## config.mk

```make
export PLATFORM = sky130hd
export DESIGN_NAME = iod_decode
export DESIGN_NICKNAME = d
export VERILOG_FILES = /design/src/shared/iod_pkg.sv /design/src/iod_addr_gen.sv /design/src/iod_decode.sv
export SDC_FILE = /design/constraint.sdc
export NUM_CORES = 1
export LEC_CHECK = 0
export BUFFER_PORTS_ARGS = -buffer_cell sky130_fd_sc_hd__buf_4
export CORE_ASPECT_RATIO = 1.4
export CORE_MARGIN = 1
export CORE_UTILIZATION = 35
export DETAILED_ROUTE_END_ITERATION = 10
export GPL_TIMING_DRIVEN = 0
export PLACE_DENSITY_LB_ADDON = 0.15
export SYNTH_ARGS = -nofsm -noshare
export SYNTH_HDL_FRONTEND = slang
export SYNTH_HIERARCHICAL = 1
export SYNTH_SLANG_ARGS = --single-unit
```

## constraint.sdc

```tcl
create_clock -name i_clock -period 5.2 [get_ports i_clock]
set_input_delay 0.26 -clock i_clock [delete_from_list [all_inputs] [get_ports i_clock]]
set_output_delay 0.26 -clock i_clock [all_outputs]
set_load 0.05 [all_outputs]
```

## src/shared/iod_pkg.sv

```systemverilog
package iod_pkg;
    // ------------------------------------------------------------
    // Widths
    // ------------------------------------------------------------
    localparam int unsigned IOD_OP_W = 16;
    localparam int unsigned IOD_PTR_W = 12;
    localparam int unsigned IOD_BANK_W = 4;
    localparam int unsigned IOD_FILE_W = 8;
    localparam int unsigned IOD_LIT_W = 6;
    localparam int unsigned IOD_PC_W = 21;

    // ------------------------------------------------------------
    // Opcode fields
    // ------------------------------------------------------------
    localparam logic [7:0] IOD_SUB_FAMILY = 8'he9;   // 1110 1001 ffkk kkkk
    localparam logic [1:0] IOD_SEL_FRAME = 2'h3;     // Select 11: frame and return
    localparam int unsigned IOD_SEL_LSB = 6;
    localparam int unsigned IOD_ACCESS_BIT = 8;
    localparam int unsigned IOD_DEST_BIT = 9;
    localparam logic [7:0] IOD_OFFSET_MAX = 8'h5f;   // Highest offset operand
    localparam logic [7:0] IOD_ACCESS_SPLIT = 8'h60; // Access bank low/high split
    localparam logic [3:0] IOD_ACCESS_HIGH_BANK = 4'hf;
    localparam logic [3:0] IOD_ACCESS_LOW_BANK = 4'h0;

    // ------------------------------------------------------------
    // Reset values and states
    // ------------------------------------------------------------
    localparam logic [IOD_PTR_W-1:0] IOD_PTR_RESET = 12'h000;

    typedef enum logic [0:0] {
        IOD_EXEC,
        IOD_RET_NOP
    } iod_state_t;
endpackage : iod_pkg

```

## src/iod_addr_gen.sv

```systemverilog
`timescale 1ns/1ps
// Effective file address for operands that carry the access-select bit
module iod_addr_gen (
    input wire logic i_ext_enable,
    input wire logic i_access_sel,
    input wire logic [iod_pkg::IOD_FILE_W-1:0] i_file,
    input wire logic [iod_pkg::IOD_BANK_W-1:0] i_bank_select,
    input wire logic [iod_pkg::IOD_PTR_W-1:0] i_frame_ptr,
    output logic [iod_pkg::IOD_PTR_W-1:0] o_addr,
    output logic o_indexed
);
    import iod_pkg::*;

    // ------------------------------------------------------------
    // Mode selection
    // ------------------------------------------------------------
    // Offset mode needs extension on, access bit 0, operand up to 5Fh
    wire use_offset = i_ext_enable && !i_access_sel
                      && (i_file <= IOD_OFFSET_MAX);
    wire [IOD_PTR_W-1:0] offset_addr = i_frame_ptr + {4'h0, i_file};
    // Access bank: low part from bank 0, high part from the top bank
    wire [IOD_BANK_W-1:0] access_bank = (i_file < IOD_ACCESS_SPLIT) ? IOD_ACCESS_LOW_BANK
                                                                     : IOD_ACCESS_HIGH_BANK;
    wire [IOD_PTR_W-1:0] literal_addr = i_access_sel ? {i_bank_select, i_file}
                                                     : {access_bank, i_file};

    // ------------------------------------------------------------
    // Outputs
    // ------------------------------------------------------------
    assign o_addr = use_offset ? offset_addr : literal_addr;
    assign o_indexed = use_offset;
endmodule : iod_addr_gen

```

## src/iod_decode.sv

```systemverilog
`timescale 1ns/1ps
// Functional notes
// - Pointer subtract takes a 6-bit literal from pointer 0, 1 or 2; one cycle, no flags.
// - Select 11 subtracts the literal from the frame pointer and returns to the stack top.
// - Subtract-and-return takes two cycles, the second a no-operation, flags untouched.
// - Extension off: a=0 addresses the access bank, a=1 the bank named by the bank register.
// - The extension enable alone turns on indexed offset addressing, with no other control.
// - Extension on and a=0, an operand up to 5Fh is added as offset to the frame pointer.
// - Operands above 5Fh keep literal addressing even with the extension on.
// - The offset rule covers every byte- and bit-oriented instruction with the access bit.
// - Destination bit keeps its meaning: 0 to working register, 1 back to the operand.
// - A configuration bit at 1 enables offset addressing; the pointer subtracts decode whatever its value.
module iod_decode #(
    parameter int unsigned PTR_W = iod_pkg::IOD_PTR_W,
    parameter int unsigned PC_W = iod_pkg::IOD_PC_W
) (
    input wire logic i_clock,
    input wire logic i_sys_rst,
    input wire logic i_ext_enable_cfg,
    input wire logic i_instr_valid,
    input wire logic [iod_pkg::IOD_OP_W-1:0] i_opcode,
    input wire logic [iod_pkg::IOD_BANK_W-1:0] i_bank_select,
    input wire logic [PC_W-1:0] i_top_of_return_stack,
    input wire logic i_ptr_load,
    input wire logic [1:0] i_ptr_sel,
    input wire logic [PTR_W-1:0] i_ptr_value,
    output logic o_instr_ready,
    output logic [PTR_W-1:0] o_file_select_pointer0,
    output logic [PTR_W-1:0] o_file_select_pointer1,
    output logic [PTR_W-1:0] o_stack_frame_pointer,
    output logic o_ext_enabled,
    output logic o_addr_valid,
    output logic [PTR_W-1:0] o_eff_addr,
    output logic o_indexed,
    output logic o_dest_to_file,
    output logic o_flags_hold,
    output logic o_pc_load,
    output logic [PC_W-1:0] o_pc_value,
    output logic o_nop_cycle
);
    import iod_pkg::*;

    // ------------------------------------------------------------
    // Elaboration checks
    // ------------------------------------------------------------
    // Offset adder and bank concatenation are built for 12-bit pointers
    if (PTR_W != IOD_PTR_W) begin : g_bad_ptr_w
        $error("iod_decode: PTR_W must equal the 12-bit pointer width");
    end
    if (PC_W < 2) begin : g_bad_pc_w
        $error("iod_decode: PC_W too small");
    end

    // ------------------------------------------------------------
    // Opcode classification
    // ------------------------------------------------------------
    // Byte- and bit-oriented groups are the ones that carry the access bit
    function automatic logic has_access_bit(input logic [IOD_OP_W-1:0] op);
        logic [3:0] hi;
        hi = op[15:12];
        if (hi == 4'h0) begin
            has_access_bit = (op[11:9] != 3'h0) && !op[11]; // Multiply, decrement
        end else begin
            has_access_bit = (hi >= 4'h1) && (hi <= 4'hb);
        end
    endfunction : has_access_bit

    // Only the plain byte groups carry a destination bit
    function automatic logic has_dest_bit(input logic [IOD_OP_W-1:0] op);
        logic [3:0] hi;
        hi = op[15:12];
        has_dest_bit = ((hi == 4'h0) && (op[11:10] == 2'h1)) || ((hi >= 4'h1) && (hi <= 4'h5));
    endfunction : has_dest_bit

    // Modulo pointer-width subtraction of a 6-bit literal
    function automatic logic [IOD_PTR_W-1:0] ptr_sub(input logic [IOD_PTR_W-1:0] ptr,
                                                     input logic [IOD_LIT_W-1:0] lit);
        ptr_sub = ptr - {{(IOD_PTR_W - IOD_LIT_W){1'b0}}, lit};
    endfunction : ptr_sub

    // ------------------------------------------------------------
    // State and registers
    // ------------------------------------------------------------
    iod_state_t state_ff;
    iod_state_t nxt_state;
    logic ext_en_ff;
    logic [PTR_W-1:0] ptr_ff [0:2];
    logic [PTR_W-1:0] nxt_ptr [0:2];
    logic addr_valid_ff;
    logic [PTR_W-1:0] eff_addr_ff;
    logic indexed_ff;
    logic dest_ff;
    logic flags_hold_ff;
    logic pc_load_ff;
    logic [PC_W-1:0] pc_value_ff;

    // ------------------------------------------------------------
    // Decode
    // ------------------------------------------------------------
    wire accept = i_instr_valid && (state_ff == IOD_EXEC);
    wire is_sub_family = (i_opcode[15:8] == IOD_SUB_FAMILY);
    wire [1:0] sub_sel = i_opcode[IOD_SEL_LSB+1:IOD_SEL_LSB];
    wire [IOD_LIT_W-1:0] sub_lit = i_opcode[IOD_LIT_W-1:0];
    wire do_sub_ptr = accept && is_sub_family && (sub_sel != IOD_SEL_FRAME);
    wire do_sub_ret = accept && is_sub_family && (sub_sel == IOD_SEL_FRAME);
    wire do_file_op = accept && has_access_bit(i_opcode);
    wire [PTR_W-1:0] gen_addr;
    wire gen_indexed;

    // Extension state alone selects offset addressing; no other mode bit
    iod_addr_gen i_iod_addr_gen (
        .i_ext_enable(ext_en_ff),
        .i_access_sel(i_opcode[IOD_ACCESS_BIT]),
        .i_file(i_opcode[IOD_FILE_W-1:0]),
        .i_bank_select(i_bank_select),
        .i_frame_ptr(ptr_ff[2]),
        .o_addr(gen_addr),
        .o_indexed(gen_indexed)
    );

    // Pointer next values; the executing subtract beats a core load
    always_comb begin
        for (int i = 0; i < 3; i++) begin
            nxt_ptr[i] = ptr_ff[i];
            if (i_ptr_load && (i_ptr_sel == 2'(i))) begin
                nxt_ptr[i] = i_ptr_value;
            end
        end
        if (do_sub_ptr) begin
            nxt_ptr[sub_sel] = ptr_sub(ptr_ff[sub_sel], sub_lit);
        end else if (do_sub_ret) begin
            nxt_ptr[2] = ptr_sub(ptr_ff[2], sub_lit);
        end
    end

    // Return occupies one further cycle doing nothing
    always_comb begin
        case (state_ff)
            IOD_EXEC: nxt_state = do_sub_ret ? IOD_RET_NOP : IOD_EXEC;
            IOD_RET_NOP: nxt_state = IOD_EXEC;
            default: nxt_state = IOD_EXEC;
        endcase
    end

    // ------------------------------------------------------------
    // Registers
    // ------------------------------------------------------------
    // Config bit caught while reset is held, so it is fixed while running
    always_ff @(posedge i_clock) begin
        if (i_sys_rst) begin
            ext_en_ff <= i_ext_enable_cfg;
        end
    end

    always_ff @(posedge i_clock) begin
        if (i_sys_rst) begin
            state_ff <= IOD_EXEC;
            for (int i = 0; i < 3; i++) begin
                ptr_ff[i] <= IOD_PTR_RESET;
            end
        end else begin
            state_ff <= nxt_state;
            for (int i = 0; i < 3; i++) begin
                ptr_ff[i] <= nxt_ptr[i];
            end
        end
    end

    // Result strobes: one cycle after the instruction is taken
    always_ff @(posedge i_clock) begin
        if (i_sys_rst) begin
            addr_valid_ff <= 1'b0;
            eff_addr_ff <= IOD_PTR_RESET;
            indexed_ff <= 1'b0;
            dest_ff <= 1'b0;
            flags_hold_ff <= 1'b0;
            pc_load_ff <= 1'b0;
            pc_value_ff <= '0;
        end else begin
            addr_valid_ff <= do_file_op;
            eff_addr_ff <= do_file_op ? gen_addr : eff_addr_ff;
            indexed_ff <= do_file_op && gen_indexed;
            dest_ff <= do_file_op && has_dest_bit(i_opcode) && i_opcode[IOD_DEST_BIT];
            flags_hold_ff <= do_sub_ptr || do_sub_ret || (state_ff == IOD_RET_NOP);
            pc_load_ff <= do_sub_ret;
            pc_value_ff <= do_sub_ret ? i_top_of_return_stack : pc_value_ff;
        end
    end

    // ------------------------------------------------------------
    // Outputs
    // ------------------------------------------------------------
    // Ready drops for the no-operation cycle only
    assign o_instr_ready = (state_ff == IOD_EXEC);
    assign o_file_select_pointer0 = ptr_ff[0];
    assign o_file_select_pointer1 = ptr_ff[1];
    assign o_stack_frame_pointer = ptr_ff[2];
    assign o_ext_enabled = ext_en_ff;
    assign o_addr_valid = addr_valid_ff;
    assign o_eff_addr = eff_addr_ff;
    assign o_indexed = indexed_ff;
    assign o_dest_to_file = dest_ff;
    assign o_flags_hold = flags_hold_ff;
    assign o_pc_load = pc_load_ff;
    assign o_pc_value = pc_value_ff;
    assign o_nop_cycle = (state_ff == IOD_RET_NOP);

    // ------------------------------------------------------------
    // Assertions
    // ------------------------------------------------------------
    a_sub_ptr_value: assert property (@(posedge i_clock) disable iff (i_sys_rst)
        do_sub_ptr |=> (ptr_ff[$past(sub_sel)] == ptr_sub($past(ptr_ff[sub_sel]), $past(sub_lit))))
        else $error("pointer subtract result wrong");

    a_sub_one_cycle: assert property (@(posedge i_clock) disable iff (i_sys_rst)
        do_sub_ptr |=> (o_instr_ready && !o_pc_load && o_flags_hold))
        else $error("pointer subtract not single cycle");

    a_ret_pc_load: assert property (@(posedge i_clock) disable iff (i_sys_rst)
        do_sub_ret |=> (o_pc_load && (o_pc_value == $past(i_top_of_return_stack))
                        && (o_stack_frame_pointer == $past(ptr_sub(ptr_ff[2], sub_lit)))))
        else $error("return did not load pc or frame pointer");

    a_ret_nop_cycle: assert property (@(posedge i_clock) disable iff (i_sys_rst)
        do_sub_ret |=> (o_nop_cycle && !o_instr_ready) ##1 (o_instr_ready && !o_addr_valid
                        && o_flags_hold && !o_pc_load))
        else $error("return second cycle not a no-operation");

    a_lit_access_bank: assert property (@(posedge i_clock) disable iff (i_sys_rst)
        (do_file_op && !ext_en_ff) |=> (!o_indexed && (o_eff_addr == ($past(i_opcode[8])
            ? {$past(i_bank_select), $past(i_opcode[7:0])} : {((($past(i_opcode[7:0]))
            < IOD_ACCESS_SPLIT) ? IOD_ACCESS_LOW_BANK : IOD_ACCESS_HIGH_BANK),
            $past(i_opcode[7:0])}))))
        else $error("literal address wrong with extension off");

    a_offset_addr: assert property (@(posedge i_clock) disable iff (i_sys_rst)
        (do_file_op && ext_en_ff && !i_opcode[8] && (i_opcode[7:0] <= IOD_OFFSET_MAX))
        |=> (o_indexed && (o_eff_addr == $past(ptr_ff[2]) + {4'h0, $past(i_opcode[7:0])})))
        else $error("offset address not frame pointer plus operand");

    a_above_limit: assert property (@(posedge i_clock) disable iff (i_sys_rst)
        (do_file_op && (i_opcode[7:0] > IOD_OFFSET_MAX)) |=> !o_indexed)
        else $error("operand above limit was indexed");

    a_dest_bit: assert property (@(posedge i_clock) disable iff (i_sys_rst)
        (do_file_op && (i_opcode[15:12] == 4'h2)) |=> (o_dest_to_file == $past(i_opcode[9])))
        else $error("destination bit meaning changed");

    a_config_stable: assert property (@(posedge i_clock) disable iff (i_sys_rst)
        ##1 $stable(o_ext_enabled))
        else $error("extension enable changed while running");
endmodule : iod_decode

```

==> results of run 1 <==
-- cell usage after synthesis (2+ instances only) --
master,instances,area share
o21a_1,6,0.0092
inv_1,21,0.016
or4_1,2,0.0031
o31ai_1,2,0.0031
o21ai_1,5,0.0051
nor2b_1,19,0.024
nor3b_1,3,0.0046
nor2_2,3,0.0038
buf_4,2,0.0031
clkbuf_1,19,0.015
a21o_1,5,0.0076
a211oi_1,43,0.066
xnor2_1,13,0.023
a31oi_1,9,0.011
nand2b_1,2,0.0025
nand2_1,91,0.069
and3_1,5,0.0064
fa_1,3,0.012
a211oi_2,2,0.0051
mux2i_1,32,0.065
dfxtp_1,75,0.31
o211ai_2,2,0.0051
o211ai_1,6,0.0092
nor4_4,2,0.0087
buf_2,11,0.011
xor2_1,9,0.016
o31a_1,2,0.0036
a21boi_0,2,0.0031
nor2_1,49,0.037
nor3_1,5,0.0051
or3_1,5,0.0064
a21oi_1,36,0.037
mux2_2,12,0.027
nand3b_1,5,0.0076
nand4_1,5,0.0064
ha_1,20,0.051
o21ai_2,3,0.0053
o21ai_0,21,0.021
nand3_1,8,0.0081
o22ai_1,3,0.0038
-- power breakdown --
| group | internal (uW) | switching (uW) |
|---|---|---|
| registers | 601 | 17.5 |
| logic | 138 | 215 |
| clock network | 372 | 259 |
| total | 1110 | 492 |
-- per-stage QoR --
step | setup slack (ns) | instance area (um^2) | util | cells
final | 1.435 | 6457 | 0.4779 | 931
after global routing | 1.359 | 6457 | 0.4779 | 931
after CTS | 1.496 | 6457 | 0.4779 | 931
after detailed placement | 1.137 | 6165 | 0.4562 | 915
after global placement | 1.173 | 6165 | 0.4562 | 915
after floorplan | 2.023 | 4916 | - | 597
-- how the worst min path moves through the flow --
stage                           from              to  slack (ns)  depth (start not counted)
finish              i_ext_enable_cfg   o_ext_enabled        0.09                          1
floorplan           i_ext_enable_cfg   o_ext_enabled        0.36                          0
detailed placement  i_ext_enable_cfg   o_ext_enabled        0.44                          1
CTS                 i_ext_enable_cfg   o_ext_enabled        0.08                          1
global placement      o_pc_value[19]  o_pc_value[19]        0.44                          2
global route        i_ext_enable_cfg   o_ext_enabled        0.09                          1
-- sequential cells by signal, indices dropped and copies added (netlist names) --
name            flops
o_indexed           1
o_pc_load           1
o_addr_valid        1
o_pc_value         21
o_dest_to_file      1
ptr_ff             36
o_nop_cycle         1
o_ext_enabled       1
o_eff_addr         12
o_flags_hold        1
-- cell families (layout without fill, tap and decap cells) --
kind of cell    Yosys count  after routing  synth area share
fa+ha+maj                23             23           0.06312
simple gates            217            217            0.2214
xor+xnor                 22             22           0.03920
buf+inv                  55            207           0.04785
compound gates          158            158            0.2166
flops                    76             76            0.3115
mux                      46             46            0.1003
-- critical path: stages --
cell       delay (ns)
buf_4            0.17
buf_6            0.19
clkbuf_1         0.42
buf_2            0.39
mux2i_1          0.30
nor2_1           0.06
a21oi_1          0.15
ha_1             0.18
inv_1            0.05
fa_1             0.40
a21o_1           0.19
o2bb2ai_1        0.16
or3b_4           0.44
o311ai_0         0.44
o21ai_0          0.15
-- final cells by class --
class                      count  share of cell area
sequential                    76              0.2372
timing repair buffer         136              0.1581
clock inverter                 6            0.009882
clock buffer                  10             0.03546
tap                          182             0.03526
buffer                        33             0.02364
inverter                      22             0.01279
multi-input combinational    466              0.4877
-- metal layers --
layer,share of wire,vias up,GRT usage
li1,-,2437,-
met1,0.42,2310,0.2624
met2,0.51,178,0.3804
met3,0.058,23,0.03389
met4,0.015,0,0.06917
met5,0,-,0
==> out/qor.yml, run 1 <==
drtAntennaViolNets: 0
setup_violations: 0
remaining_drc_errors: 0
num_antenna_cells: 0
yosysSeqAreaShare: 0.3115
cts_buffers: 9
h-tree-depth: 3
yosys_warnings: 6
io_pins: 137
crit_path_end: "ptr_ff[2][10]"
leakagePower_uw: 0.002812
min_period_over_period: 0.7241
cts_repair_resize_count: 0
rsz0062_at_grt: "false"
worst_pin_slew_ns: 0.7328
cts_tree: "built"
gr-usage-all-layers: 0.2153
start_util: 0.3638
cp-start-kind: "input port"
rows: 50
synth_edf_count: 1
hold-worst-slack_ns: 0.09234
power_uw: 1602
path_clk_slew_ns: 0.06
synth_area_mm2: 0.004916
syn_to_final_growth_pct: 31.36
hp-class: "in -> reg"
yosys.cell_types.count: 69
status: "complete, no violations"
numClockSinks: 76
fin_nets: 827
final_common_cell: "buf_4"
critPathKind: "in -> reg"
wirelength_um: 15530
drt-initial-drc-count: 252
drt_pass1_iterations: 6
die-area_mm2: 0.01453
syn_inst: 597
grt_max_degree: 14
multiInputGateArea_mm2: 0.003149
grt_pass1_vias: 4799
ys_ff_latch: 76
root_buffer: "clkbuf_16"
powerDensity_mw_per_mm2: 248.1
core_mm2: 0.01351
clk_latency_ns: 0.34
cts_hold_buf: 0
antenna_found_initial: 0
maxSlewHeadroom: 0.5104
grt_pass1_wl_um: 24160
reg2reg_slack_ns: 2.29
finalSetupTns_ns: 0
cp.required_ns: 5.40
portBuffers: 136
endpoint_kind: "flop"
async_reset_ff_frac: 0
layout_common_cells: "138 x buf_4, 91 x nand2_1, 75 x dfxtp_1"
clk_path_buf_depth: 2
final-max-slew-violation-count: 0
gr-total-overflow: 0
startpoint: "i_opcode[6]"
rr_worst_depth: 11
rr_startpoint: "ptr_ff[1][0]"
finalHoldViolations: 0
avgRoutedWirePerCell_um: 16.68
ir_worst_vdd_v: 0.0001197
place.gp.congestion: 0.8491
maxCapViolCount: 0
syn_avg_cell_area_um2: 8.234
period_needed_ns: 3.765
worst-path-max-fanout: 10
layout-drive-gt1-share: 0.2710
cp.arrival_ns: 3.96
layout.area.seq_mm2: 0.001531
dp_hpwl_um: 12320
num-fill-cells: 1369
synth-main-ff-cell: "dfxtp_1"
max_freq_mhz: 265.6
syn_nets: 680
die_y_um: 142.2
finClkSkew_ns: 0.005525
die_x_um: 102.2
routed_via_density: 5.315
vias: 4948
r2r-end: "ptr_ff[2][10]"
cts_setup_buffers: 0
(Power assumes the default switching activity.)
==> run 2: changes to the inputs <==
--- a/config.mk
+++ b/config.mk
@@ -5,6 +5,7 @@
 export SDC_FILE = /design/constraint.sdc
 export NUM_CORES = 1
 export LEC_CHECK = 0
+export ABC_AREA = 1
 export BUFFER_PORTS_ARGS = -buffer_cell sky130_fd_sc_hd__buf_4
 export CORE_ASPECT_RATIO = 1.4
 export CORE_MARGIN = 1
==> constraint.sdc (replaced) <==
create_clock -name i_clock -period 3.62 [get_ports i_clock]
set_input_delay 0.181 -clock i_clock [delete_from_list [all_inputs] [get_ports i_clock]]
set_output_delay 0.181 -clock i_clock [all_outputs]
set_load 0.05 [all_outputs]
==> run 2 against run 1 <==
Against the previous run: synthesized area grew 4.4%; final cell count rose by 22%; first-iteration DRC count rose by 14%; combinational power increased by 59%; critical endpoint unchanged.
==> out/qor.yml, run 2 <==
status: "complete, no violations"
portBuffers: 135
num_antenna_cells: 0
syn_avg_cell_area_um2: 6.417
yosys_warnings: 6
path_clk_slew_ns: 0.07
cp.required_ns: 3.82
final_common_cell: "nand2_1"
start_util: 0.3570
syn_to_final_growth_pct: 30.68
min_period_over_period: 0.7084
place_ws_ns: 0.7171
drt_pass1_iterations: 4
remaining_drc_errors: 0
yosys.area.top_type: "dfxtp_1"
drt-initial-drc-count: 287
gr-total-overflow: 0
ir_worst_vdd_v: 0.0002720
synth_common_cells: "194 x nand2_1, 100 x nor2_1, 88 x inv_1, 87 x o21ai_0, 75 x dfxtp_1"
cp.arrival_ns: 2.77
avgRoutedWirePerCell_um: 14.93
core_mm2: 0.01438
cts_repair_resize_count: 0
maxCapViolCount: 0
finClkSkew_ns: 0.007332
maxSlewHeadroom: 0.5334
io_pins: 137
cts_tree: "built"
die_x_um: 104.4
numClockSinks: 76
gr-usage-all-layers: 0.2297
critPathKind: "reg -> reg"
grt_pass1_vias: 5494
leakagePower_uw: 0.003455
wirelength_um: 17020
hp-class: "in -> reg"
rows: 52
powerDensity_mw_per_mm2: 366.1
hold-worst-slack_ns: 0.02322
worst-path-max-fanout: 4
final-max-slew-violation-count: 0
rsz0062_at_grt: "false"
dp_hpwl_um: 13910
worst_slack_ns: 1.056
clk_latency_ns: 0.34
synth-main-ff-cell: "dfxtp_1"
synth_edf_count: 1
place.gp.congestion: 0.8727
fin_nets: 1029
setup_violations: 0
synth_top_area_frac: 0.2925
yosys.cell_types.count: 46
finalHoldViolations: 0
synth_area_mm2: 0.005134
yosysSeqAreaShare: 0.2983
vias: 5608
period_needed_ns: 2.564
h-tree-depth: 3
die-area_mm2: 0.01516
layout-drive-gt1-share: 0.1998
cts_hold_buf: 0
drtAntennaViolNets: 0
synth.most_common_cell: "nand2_1"
regMostFlops: "ptr_ff"
cts_buffers: 9
worst_pin_slew_ns: 0.6976
grt_pass1_wl_um: 27590
num-fill-cells: 1525
max_freq_mhz: 390.0
cp-start-kind: "flop"
synth_area_leaders: "dfxtp_1 29%, nand2_1 14%, o21ai_0 8.5%, nor2_1 7.3%, inv_1 6.4%"
syn_nets: 883
largest_reg_flops: 36
grt_max_degree: 16
finalSetupTns_ns: 0
layout_common_cells: "194 x nand2_1, 138 x buf_4, 100 x nor2_1"
die_y_um: 145.3
cts_setup_buffers: 0
root_buffer: "clkbuf_16"
routed_via_density: 4.919
ys_ff_latch: 76
async_reset_ff_frac: 0
antenna_found_initial: 0
syn_inst: 800
endpoint_kind: "flop"
clk_path_buf_depth: 2
run 2: changes by cell type after synthesis, sizes merged, moves of 9 or more:
cell    previous run  this run
nand2             92       198
a211oi            46         0
xnor2             13         4
a21oi             36        53
inv               22        94
mux2              13         1
nand3              8        63
nor2              52       104
mux2i             33         3
nor2b             19         0
o21ai             29        88
run 2: cell families (layout without fill, tap and decap cells):
family,after synthesis,count (layout),share of synthesized area
adders and majority gates,23,23,0.06044
buffers and inverters,125,276,0.1016
xor gates and xnor gates,12,12,0.02047
muxes,4,4,0.008043
DFF,76,76,0.2983
AOI/OAI and AO/OA,171,171,0.1862
and+or+nand+nor,389,389,0.3249
run 2: per-layer routing:
layer	track usage	vias to the layer above	wire length, um
met5	0	-	0
met1	0.2581	2539	7058
met4	0.08714	0	407
li1	-	2911	-
met2	0.4288	134	8870
met3	0.03504	24	683
run 2: per-stage QoR:
step                cells  power, uW  instance area [um^2]    util
floorplan             800       1280                  5134       -
global placement     1124       1474                  6384  0.4440
detailed placement   1124       1475                  6384  0.4440
CTS                  1140       2476                  6709  0.4666
global route         1140       2575                  6709  0.4666
finish               1140       2456                  6709  0.4666
run 2: final timing paths:
path	cells after the start	endpoint	from	slack, ns
hold / removal	1	o_ext_enabled	i_ext_enable_cfg	0.02
setup / recovery	16	ptr_ff[2][10]	ptr_ff[2][0]	1.06
hold reg to reg	2	o_flags_hold	o_nop_cycle	0.50
setup reg to reg	16	ptr_ff[2][10]	ptr_ff[2][0]	1.06
run 2: report_power, final:
group	total (uW)	internal [uW]	leakage (uW)	switching (uW)
sequential	898	867	0.000620	30.8
combinational	561	196	0.00268	365
clock	997	589	0.000157	408
total	2460	1650	0.00346	803
run 2: cell type report:
| type | instances | area, um^2 | share of cell area |
|---|---|---|---|
| plain buffers | 30 | 160.2 | 0.02387 |
| clock buffers | 10 | 250.2 | 0.03730 |
| clock inverters | 6 | 75.07 | 0.01119 |
| inverters | 95 | 361.6 | 0.05390 |
| multi-input cells | 599 | 3080 | 0.4592 |
| flip-flops and latches | 76 | 1531 | 0.2283 |
| well taps | 189 | 236.5 | 0.03525 |
| repair buffers | 135 | 1013 | 0.1511 |
run 2: critical path: stages, from the launching register on:
cell and delay, ns:
dfxtp_1 0.33, inv_1 0.12, o21ai_0 0.09, a21oi_1 0.13
ha_1 0.16, inv_1 0.08, fa_1 0.41, nand3_1 0.09
nand3_1 0.12, nand2_1 0.09, nand2_1 0.08, nor2_1 0.25
nand3_1 0.11, nand2_1 0.12, nand3_1 0.09, nand2_1 0.11
a21oi_2 0.05
==> run 3: changes to the inputs <==
==> constraint.sdc (replaced) <==
create_clock -name i_clock -period 2.1 [get_ports i_clock]
set_input_delay 0.105 -clock i_clock [delete_from_list [all_inputs] [get_ports i_clock]]
set_output_delay 0.105 -clock i_clock [all_outputs]
set_load 0.05 [all_outputs]
==> run 3 against run 2 <==
Against the previous run: the flow now finishes with violations (negative setup slack); combinational power up 93%; global-route usage grew 0.77 points; sequential power up 73%; clock skew fell by 0.0012 ns; die area did not move; first-iteration DRC count shrank 14%; final area is 7.7% higher; clock power up 62%; clock-buffer cell count did not move; total power up 73%; largest cell class unchanged.
==> out/qor.yml, run 3 (same netlist as run 2, synthesis figures left out) <==
die_y_um: 145.3
path_cells: "inv_4 -> o21ai_1 -> a21oi_1 -> ha_2 -> inv_2 -> fa_2 -> nand3_2 -> nand3_2 -> nand2_2 -> nand2_4 -> nor2_4 -> nand3_2 -> nand2_2 -> nand3_1 -> nand2_1 -> a21oi_2"
path_buf_inv: 2
finalHoldViolations: 0
drt-initial-drc-count: 246
switching_share: 0.3338
final_common_cell: "nand2_1"
violations: "negative setup slack"
hold_path_depth: 3
cp_top_family: "simple AND/OR/NAND/NOR gates"
routed_via_density: 4.956
finClkSkew_ns: 0.006096
final-max-slew-violation-count: 0
wirelength_um: 17820
endpoint_kind: "flop"
p_clk_frac: 0.382
layout-drive-gt1-share: 0.2556
rsz0062_at_grt: "true"
numClockSinks: 76
die_x_um: 104.4
finalSetupTns_ns: -0.5654
portBuffers: 135
worst_pin_slew_ns: 0.6955
critPathMaxStageDelay_ns: 0.35
r2r-end: "ptr_ff[2][10]"
gr-usage-all-layers: 0.2374
layout_common_cells: "181 x nand2_1, 148 x buf_4, 99 x nor2_1"
min_period_over_period: 1.054
start_util: 0.3570
status: "finished with violations"
grt_max_degree: 15
ir_worst_vdd_v: 0.0003894
num_antenna_cells: 0
cp.arrival_ns: 2.43
p_sw_uw: 1419
cp.required_ns: 2.31
cpMostUsedCell: "nand3_2"
maxSlewHeadroom: 0.5348
antenna_found_initial: 0
core_mm2: 0.01438
p_seq_frac: 0.364
max_freq_mhz: 451.8
cts_buffers: 9
whs_endpoint: "o_pc_value[0]"
drt_pass1_iterations: 5
critPathSlowestCell: "dfxtp_4"
vias: 5803
syn_to_final_growth_pct: 40.73
clk_path_buf_depth: 2
gr-total-overflow: 0
combPwrFrac: 0.254
clk_latency_ns: 0.34
critPathKind: "reg -> reg"
remaining_drc_errors: 0
fin_cells: 1171
rr_startpoint: "ptr_ff[2][0]"
setup_violations: 9
num-fill-cells: 1512
intPower_uw: 2832
worst_slack_ns: -0.1132
regMostFlops: "ptr_ff"
worst-path-max-fanout: 4
drtAntennaViolNets: 0
die-area_mm2: 0.01516
dp_cells: 1124
largest_reg_flops: 36
grt_pass1_wl_um: 28440
cp-start-kind: "flop"
fin_nets: 1060
cts_tree: "built"
place.gp.congestion: 0.8935
leakagePower_uw: 0.003605
hp-class: "in -> reg"
grt_pass1_vias: 5583
hp-start: "i_top_of_return_stack[0]"
dp_hpwl_um: 13940
post-route-util: 0.5024
power_uw: 4252
maxCapViolCount: 0
root_buffer: "clkbuf_16"
rows: 52
h-tree-depth: 3
period_needed_ns: 2.213
powerDensity_mw_per_mm2: 588.5
avgRoutedWirePerCell_um: 15.21
rr_worst_depth: 16
io_pins: 137
reg2reg_slack_ns: -0.11
path_clk_slew_ns: 0.07
==> run 3: cell count changes in the layout (fill, tap and decap cells not counted), moves of 5 or more <==
cell / delta
o21ai_1: +6
nand2_1: -13
buf_4: +10
nand3_1: -9
dlygate4sd3_1: +20
nand3_2: +8
nand2_2: +11
dfxtp_4: +5
dfxtp_1: -7
ha_1: -6
o21ai_0: -8
==> run 3: layer usage <==
metal	wire, um	up-vias	track usage	part of all wire
li1	-	2976	-	-
met1	7376	2639	0.2700	0.41
met2	9239	157	0.4407	0.52
met3	731	31	0.03774	0.041
met4	467	0	0.08500	0.026
met5	0	-	0	0
==> run 3: final cells by class <==
cell class / count / area [um^2] / share of cell area
tap: 189 / 236.5 / 0.03273
multi-input combinational: 599 / 3311 / 0.4583
clock inverter: 6 / 71.32 / 0.009872
clock buffer: 10 / 229.0 / 0.03169
sequential: 76 / 1553 / 0.2149
inverter: 95 / 364.1 / 0.05040
buffer: 30 / 163.9 / 0.02269
timing repair buffer: 166 / 1296 / 0.1794
==> run 3: stage by stage <==
stage | area [um^2] | worst slack [ns] | hold slack [ns]
2_1_floorplan | 5166 | -0.01050 | 0.2039
3_3_place_gp | 6416 | -0.4948 | 0.2842
3_5_place_dp | 6416 | -0.4998 | 0.2843
4_1_cts | 7033 | -0.1104 | 0.002703
5_1_grt | 7224 | -0.2558 | 0.01246
6_report | 7224 | -0.1132 | 0.006645
==> run 3: timing repair <==
action	4_1_cts	5_1_grt
hold buffers	20	0
setup endpoints to repair	16	24
hold endpoints to repair	20	0
buffers inserted	5	6
gates resized for setup	18	40
pin swaps	10	26
==> run 3: how the worst max path moves through the flow <==
stage	start	end	slack (ns)	depth (start not counted)
2_1_floorplan	i_opcode[6]	ptr_ff[2][10]	-0.01	19
3_3_place_gp	i_opcode[6]	ptr_ff[2][10]	-0.49	20
3_5_place_dp	i_opcode[6]	ptr_ff[2][10]	-0.50	18
4_1_cts	ptr_ff[0][0]	ptr_ff[2][10]	-0.11	16
5_1_grt	ptr_ff[0][0]	ptr_ff[2][10]	-0.26	16
6_report	ptr_ff[2][0]	ptr_ff[2][10]	-0.11	16
==> run 3: power by group through the flow <==
stage                     logic [uW]  clock network [uW]  registers (uW)
after floorplan                  475                   0            1740
after global placement           962                   0            1580
after detailed placement         967                   0            1580
after CTS                       1030                1650            1550
after global routing            1190                1710            1550
final                           1080                1620            1550
==> run 3: worst register-to-register path: cells and delay by family (launching register included) <==
kind / cells / cell delay, ns
simple gates: 9 / 0.85
fa+ha+maj: 2 / 0.54
flops: 1 / 0.35
compound gates: 3 / 0.24
buf+inv: 2 / 0.11
